--- config.mk ---
export PLATFORM = sky130hd
export DESIGN_NAME = buck_irq_status_ldo_mode_regs
export DESIGN_NICKNAME = d
export VERILOG_FILES = /design/src/verilog/pmic_regs_pkg.sv /design/src/verilog/buck_irq_status_ldo_mode_regs.sv
export SDC_FILE = /design/constraint.sdc
export NUM_CORES = 1
export LEC_CHECK = 0
export BUFFER_PORTS_ARGS = -buffer_cell sky130_fd_sc_hd__buf_2
export CORE_MARGIN = 1
export CORE_UTILIZATION = 49
export DETAILED_ROUTE_END_ITERATION = 16
export GPL_ROUTABILITY_DRIVEN = 0
export GPL_TIMING_DRIVEN = 1
export PLACE_DENSITY = 0.73
export SLEW_MARGIN = 20
export SYNTH_ARGS = -nofsm -noshare
export SYNTH_HDL_FRONTEND = slang
export SYNTH_SLANG_ARGS = --single-unit
--- constraint.sdc ---
create_clock -name clk_sys -period 1.1 [get_ports clk_sys]
set_input_delay 0.055 -clock clk_sys [delete_from_list [all_inputs] [get_ports clk_sys]]
set_output_delay 0.055 -clock clk_sys [all_outputs]
set_load 0.1 [all_outputs]
--- src/verilog/pmic_regs_pkg.sv ---
// Package for the step-down flag, mask, status and linear-regulator config registers.
// Assumes an I2C engine outside that turns bus transactions into register-port strobes.
package pmic_regs_pkg;

    localparam logic [7:0] ADDR_FAIL_FLAGS  = 8'h07;
    localparam logic [7:0] ADDR_FAIL_MASK   = 8'h0F;
    localparam logic [7:0] ADDR_POWER_GOOD  = 8'h14;
    localparam logic [7:0] ADDR_LDO0_CONFIG = 8'h23;
    localparam logic [7:0] ADDR_LDO1_CONFIG = 8'h25;

    localparam logic [7:0] RESET_FAIL_FLAGS = 8'h00;
    localparam logic [7:0] RESET_FAIL_MASK  = 8'hFF;
    localparam logic [7:0] RESET_POWER_GOOD = 8'hFF;
    localparam logic [3:0] STATUS_LOW_BITS  = 4'hF;
    localparam logic [7:0] UNMAPPED_READ    = 8'h00;

    // Config reset pattern 01xx_00x0; x bits come from one-time-programmable settings
    localparam logic [7:0] RESET_LDO_FIXED  = 8'h40;
    localparam logic [7:0] LDO_OTP_BIT_MASK = 8'h32;

    localparam int         BUCK_COUNT       = 4;
    localparam int         LDO_COUNT        = 2;
    localparam int         SEQ_COUNT        = 3;
    localparam int         FAIL_FIELD_LSB   = 4;
    localparam int         MODE_FIELD_LSB   = 6;

    localparam logic [1:0] MODE_OFF_OR_SEQ  = 2'b00;
    localparam logic [1:0] MODE_GROUP_LP    = 2'b01;
    localparam logic [1:0] MODE_LOW_POWER   = 2'b10;
    localparam logic [1:0] MODE_NORMAL      = 2'b11;
    localparam logic [1:0] SOURCE_REGISTER  = 2'b11;

    typedef struct packed {
        logic [7:0] addr;
        logic [7:0] wdata;
        logic       wr;
        logic       rd;
    } reg_req_t;

    typedef struct packed {
        logic enable;
        logic low_power;
    } ldo_ctrl_t;

endpackage : pmic_regs_pkg

--- src/verilog/buck_irq_status_ldo_mode_regs.sv ---
// Flag, mask and status registers for four bucks, plus two linear-regulator config registers.
// Assumes register strobes, comparator outputs and sequencer states synchronous to clk_sys.
`timescale 1ns/1ps
`default_nettype none

module buck_irq_status_ldo_mode_regs #(
    parameter logic [7:0] LDO0_OTP_BITS = 8'h00,
    parameter logic [7:0] LDO1_OTP_BITS = 8'h00
) (
    input  wire logic                                            clk_sys,
    input  wire logic                                            rst_n,
    input  wire logic                                            global_shutdown,
    input  wire pmic_regs_pkg::reg_req_t                         reg_req,
    output logic [7:0]                                           reg_rdata,
    input  wire logic [pmic_regs_pkg::BUCK_COUNT-1:0]            buck_not_power_good,
    input  wire logic [pmic_regs_pkg::LDO_COUNT-1:0][1:0]        linear_reg_sequencer_source,
    input  wire logic [pmic_regs_pkg::SEQ_COUNT-1:0]             sequencer_enabled,
    input  wire logic                                            global_low_power,
    output pmic_regs_pkg::ldo_ctrl_t [pmic_regs_pkg::LDO_COUNT-1:0] ldo_ctrl,
    output logic                                                 interrupt_out_n
);
    import pmic_regs_pkg::*;

    logic [7:0]            buck_power_fail_flags;
    logic [7:0]            buck_power_fail_mask;
    logic [BUCK_COUNT-1:0] prev_not_good;
    logic [BUCK_COUNT-1:0] fail_event;
    logic [7:0]            linear_reg_config [LDO_COUNT];
    logic [7:0]            ldo_reset [LDO_COUNT];
    logic                  read_flags;

    assign ldo_reset[0] = RESET_LDO_FIXED | (LDO0_OTP_BITS & LDO_OTP_BIT_MASK);
    assign ldo_reset[1] = RESET_LDO_FIXED | (LDO1_OTP_BITS & LDO_OTP_BIT_MASK);

    function automatic ldo_ctrl_t decode_mode(input logic [1:0] mode,
                                              input logic [1:0] source,
                                              input logic [SEQ_COUNT-1:0] seq_on,
                                              input logic glp);
        ldo_ctrl_t c;
        logic      on;
        c  = '{enable: 1'b0, low_power: 1'b0};
        on = 1'b0;
        if (source == SOURCE_REGISTER) begin
            case (mode)
                MODE_OFF_OR_SEQ: c = '{enable: 1'b0, low_power: 1'b0};
                MODE_GROUP_LP:   c = '{enable: 1'b1, low_power: glp};
                MODE_LOW_POWER:  c = '{enable: 1'b1, low_power: 1'b1};
                MODE_NORMAL:     c = '{enable: 1'b1, low_power: 1'b0};
                default:         c = '{enable: 1'b0, low_power: 1'b0};
            endcase
        end else begin
            on = seq_on[source];
            case (mode)
                MODE_OFF_OR_SEQ: c = '{enable: on, low_power: 1'b0};
                MODE_GROUP_LP:   c = '{enable: on, low_power: on & glp};
                MODE_LOW_POWER:  c = '{enable: on, low_power: on};
                MODE_NORMAL:     c = '{enable: on, low_power: 1'b0};
                default:         c = '{enable: 1'b0, low_power: 1'b0};
            endcase
        end
        return c;
    endfunction : decode_mode

    ////////////////////////////////////////////////////////////////////////////////
    // Power-fail flags

    // Drop below threshold shows as not-good going from 0 to 1
    assign fail_event = buck_not_power_good & ~prev_not_good;
    assign read_flags = reg_req.rd && (reg_req.addr == ADDR_FAIL_FLAGS);

    always_ff @(posedge clk_sys or negedge rst_n) begin
        if (!rst_n) begin
            prev_not_good <= '0;
        end else begin
            prev_not_good <= buck_not_power_good;
        end
    end

    // A drop landing in the read cycle survives: set wins over clear-on-read
    always_ff @(posedge clk_sys or negedge rst_n) begin
        if (!rst_n) begin
            buck_power_fail_flags <= RESET_FAIL_FLAGS;
        end else if (global_shutdown) begin
            buck_power_fail_flags <= RESET_FAIL_FLAGS;
        end else begin
            buck_power_fail_flags[7:FAIL_FIELD_LSB] <=
                (read_flags ? 4'h0 : buck_power_fail_flags[7:FAIL_FIELD_LSB])
                | {fail_event[0], fail_event[1], fail_event[2], fail_event[3]};
            buck_power_fail_flags[FAIL_FIELD_LSB-1:0] <= 4'h0;
        end
    end

    ////////////////////////////////////////////////////////////////////////////////
    // Mask and configuration registers

    // Low mask nibble is stored as written; host keeps it at ones
    always_ff @(posedge clk_sys or negedge rst_n) begin
        if (!rst_n) begin
            buck_power_fail_mask <= RESET_FAIL_MASK;
        end else if (global_shutdown) begin
            buck_power_fail_mask <= RESET_FAIL_MASK;
        end else if (reg_req.wr && reg_req.addr == ADDR_FAIL_MASK) begin
            buck_power_fail_mask <= reg_req.wdata;
        end
    end

    always_ff @(posedge clk_sys or negedge rst_n) begin
        if (!rst_n) begin
            linear_reg_config[0] <= RESET_LDO_FIXED | (LDO0_OTP_BITS & LDO_OTP_BIT_MASK);
            linear_reg_config[1] <= RESET_LDO_FIXED | (LDO1_OTP_BITS & LDO_OTP_BIT_MASK);
        end else if (global_shutdown) begin
            linear_reg_config[0] <= ldo_reset[0];
            linear_reg_config[1] <= ldo_reset[1];
        end else if (reg_req.wr && reg_req.addr == ADDR_LDO0_CONFIG) begin
            linear_reg_config[0] <= reg_req.wdata;
        end else if (reg_req.wr && reg_req.addr == ADDR_LDO1_CONFIG) begin
            linear_reg_config[1] <= reg_req.wdata;
        end
    end

    ////////////////////////////////////////////////////////////////////////////////
    // Read data, regulator control, interrupt

    always_ff @(posedge clk_sys or negedge rst_n) begin
        if (!rst_n) begin
            reg_rdata <= UNMAPPED_READ;
        end else if (reg_req.rd) begin
            case (reg_req.addr)
                ADDR_FAIL_FLAGS:  reg_rdata <= buck_power_fail_flags;
                ADDR_FAIL_MASK:   reg_rdata <= buck_power_fail_mask;
                ADDR_POWER_GOOD:  reg_rdata <= {buck_not_power_good[0], buck_not_power_good[1],
                                                buck_not_power_good[2], buck_not_power_good[3],
                                                STATUS_LOW_BITS};
                ADDR_LDO0_CONFIG: reg_rdata <= linear_reg_config[0];
                ADDR_LDO1_CONFIG: reg_rdata <= linear_reg_config[1];
                default:          reg_rdata <= UNMAPPED_READ;
            endcase
        end
    end

    always_ff @(posedge clk_sys or negedge rst_n) begin
        if (!rst_n) begin
            ldo_ctrl <= '0;
        end else begin
            for (int i = 0; i < LDO_COUNT; i++) begin
                ldo_ctrl[i] <= decode_mode(linear_reg_config[i][7:MODE_FIELD_LSB],
                                           linear_reg_sequencer_source[i],
                                           sequencer_enabled, global_low_power);
            end
        end
    end

    // Registered so the pin never glitches while flags and mask change together
    always_ff @(posedge clk_sys or negedge rst_n) begin
        if (!rst_n) begin
            interrupt_out_n <= 1'b1;
        end else begin
            interrupt_out_n <= ~|(buck_power_fail_flags[7:FAIL_FIELD_LSB]
                                  & ~buck_power_fail_mask[7:FAIL_FIELD_LSB]);
        end
    end
endmodule : buck_irq_status_ldo_mode_regs

`default_nettype wire

==> summary.md <==
| Metric | Value |
|---|---|
| Setup Skew | `0.00558 ns` |
| Inst Count DP | `329` |
| Hold Vio Cnt, Final | `0` |
| Worst-Skew Late Latency | `0.30 ns` |
| Largest fanout on the critical path | `5` |
| Distinct cells, synth | `41` |
| Clock sink total | `45` |
| Num rows | `24` |
| Synth warn | `0` |
| RSZ-0062 raised after global routing | `yes` |
| Final period utilization | `102%` |
| Starting Density | `50.7%` |
| Primary FF master, synth | `dfrtp_1` |
| Final core area utilization | `74.5%` |
| Syn Nets | `245` |
| Buffers on Ports | `45` |
| Hold Startpoint | `reg_req[3]` |
| Yosys top cell by area | `dfrtp_1` |
| Pre-CTS setup slack | `-0.427 ns` |
| CP Capture Type | `flop` |
| Vias in the first global route | `1,859` |
| Die width | `69.1 µm` |
| Reg clk slew, reported paths | `0.08 ns` |
| Die area | `4780 µm²` |
| Clock root buffer | `clkbuf_8` |
| Seq/Total Area, Yosys | `51.6%` |
| Antenna violations before repair | `0` |
| Post-route insts no fill | `350` |
| Largest net degree at the start of global routing | `35` |
| Core area | `4350 µm²` |
| Antenna-violating nets left | `0` |
| Overall track demand over capacity in global routing | `23.9%` |
| Fin. max-slew vios | `0` |
| Initial DRC count | `171` |
| Max VDD drop | `0.928 mV` |
| Final Setup Violations | `2` |
| DRC Markers | `0` |
| Vias per cell | `5.60` |
| R2r startpoint | `linear_reg_config[6]$_DFFE_PN1P_` |
| Critical path class | `reg2reg` |
| Layout cells sized above 1 | `40.3%` |
| Cells after synthesis | `212` |
| Mapped Area | `2210 µm²` |
| Overall power | `3550 µW` |
| Detailed Route WL | `5690 µm` |
| Critical Path Start | `linear_reg_config[6]$_DFFE_PN1P_` |
| Clock Path Buffers | `2` |
| Area Growth Syn to Fin | `46.9%` |
| Post-route setup slack | `-0.0245 ns` |
| Pwr Density | `1100 nW/µm²` |
| Max_cap viols | `0` |
| Slew HR | `69.2%` |
| Global route overflow | `0` |
| Die Span Y | `69.1 µm` |
| Worst Path Required | `1.32 ns` |
| Via count | `1,960` |
| Ports | `46` |
| Post-synth top area share | `38.5%` |
| Syn_area_per_cell | `10.4 µm²` |
| Worst hold path class | `in2reg` |
| Post-synth EDFFs | `0` |
| Post-DP HPWL | `3920 µm` |
| Outcome | `complete, but fails checks` |
| Peak Freq | `0.889 GHz` |
| Final hold slack | `0.00845 ns` |
| First-pass GRT wire length | `9000 µm` |
| CTS tree | `built` |
| Final #Nets | `330` |
| Antenna cells | `0` |
| Startpoint types | `flop` |
| DRT Pass-1 Iters | `4` |
| Failing checks | `negative setup slack` |
| Cts bufs inserted | `5` |
| Async S/R FF share, synth | `100%` |
| Leakage | `0.00141 µW` |
| Max H-tree Level | `2` |
| Flops & latches, synth | `45` |
| Tmin final | `1.12 ns` |
| CP arrival | `1.35 ns` |
| Worst-margin pin slew | `0.461 ns` |
| Routed len/inst | `16.2 µm` |
| Top cells by area, synth | `dfrtp_1 (39%), dfstp_2 (13%), mux2i_1 (7.3%)` |
[final timing paths]
path	to	slack, ns	cells past startpoint
max	ldo_ctrl[2]$_DFF_PN0_	-0.02	3
min	buck_power_fail_mask[1]$_DFFE_PN1P_	0.008	2
max reg2reg	ldo_ctrl[2]$_DFF_PN0_	-0.02	3
min reg2reg	interrupt_out_n$_DFF_PN1_	0.48	1
max in group asynchronous	buck_power_fail_mask[4]$_DFFE_PN1P_	0.39	3
min in group asynchronous	reg_rdata[0]$_DFFE_PN0P_	0.16	2
[per-stage QoR]
step                      setup TNS [ns]  cell area [µm²]
after floorplan                    -4.19             2220
after global placement            -10.45             2910
after detailed placement          -11.55             2910
after CTS                        -0.0202             3150
after global routing              -0.212             3240
final                            -0.0479             3240
[layer usage]
layer	wire length (µm)	share of wire (%)	global-route usage, %	vias to the layer above
li1	-	-	-	936
met1	2540	45	33.2	948
met2	2800	49	37.3	70
met3	263	4.6	4.82	6
met4	75	1.3	8.84	0
met5	0	0	0	-
[cells in the final DEF, fill, tap and decap left out, drive strengths merged, types with 2 or more instances in the layout]
master and instances:
buf 77, dfrtp 34, nor2 31, mux2i 16, nor2b 15, a21oi 13, nand2 12, dfstp 11
dlygate4sd3 11, a211o 7, clkbuf 6, inv 5, a22o 5, a22oi 4, nand3 4, mux2 4
a211oi 4, nor3b 4, o21ai 4, a2bb2oi 3, a31oi 3, nor3 3, nand4b 2, o211ai 2
clkinv 2, nand2b 2
[state kept, by name (all words and copies together) (netlist names)]
| name | cells |
|---|---|
| interrupt_out_n | 1 |
| buck_power_fail_flags | 4 |
| linear_reg_config | 16 |
| prev_not_good | 4 |
| reg_rdata | 8 |
| ldo_ctrl | 4 |
| buck_power_fail_mask | 8 |
[where the power goes]
| group | total (µW) | switching [µW] | internal, µW |
|---|---|---|---|
| Clock | 988 | 547 | 441 |
| Combinational | 814 | 476 | 339 |
| Sequential | 1750 | 44.4 | 1710 |
| Total | 3550 | 1070 | 2490 |
[layout make-up]
type / count / area [µm²]
fillers: 298 / 1110
well taps: 52 / 65.1
flip-flops and latches: 45 / 1140
inverters: 5 / 18.8
clock inverters: 2 / 10.0
multi-input cells: 152 / 1090
clock buffers: 6 / 72.6
repair buffers: 88 / 840
[kinds of logic (layout without fill, tap and decap cells)]
family,after synthesis,after routing,synth area share [%]
DFF,45,45,51.6
AOI/OAI and AO/OA,51,51,16.6
buffers and inverters,15,101,3.06
and+or+nand+nor,81,81,19.4
muxes,20,20,9.30
[cell usage after synthesis (all sizes together), types with 2 or more instances]
cell type	n
a211o	7
a211oi	4
a21oi	13
a22o	5
a22oi	4
a2bb2oi	3
a31oi	3
buf	4
clkbuf	6
dfrtp	34
dfstp	11
inv	5
mux2	4
mux2i	16
nand2	12
nand2b	2
nand3	4
nand4b	2
nor2	31
nor2b	15
nor3	3
nor3b	4
o211ai	2
o21ai	4
[timing repair]
item | CTS | global route
hold buffers | 11 | 0
buffers inserted | 1 | 1
hold endpoints to repair | 46 | 0
endpoints found under the setup margin | 18 | 21
pin swaps | 3 | 9
gates resized for setup | 9 | 23
[worst max-delay path, stage by stage, from the launching register on]
cell and delay, ns:
dfstp_2 0.58, nand2_1 0.05, mux2_2 0.27, a211oi_2 0.15
No activity file was read; power rests on OpenSTA's default activity.
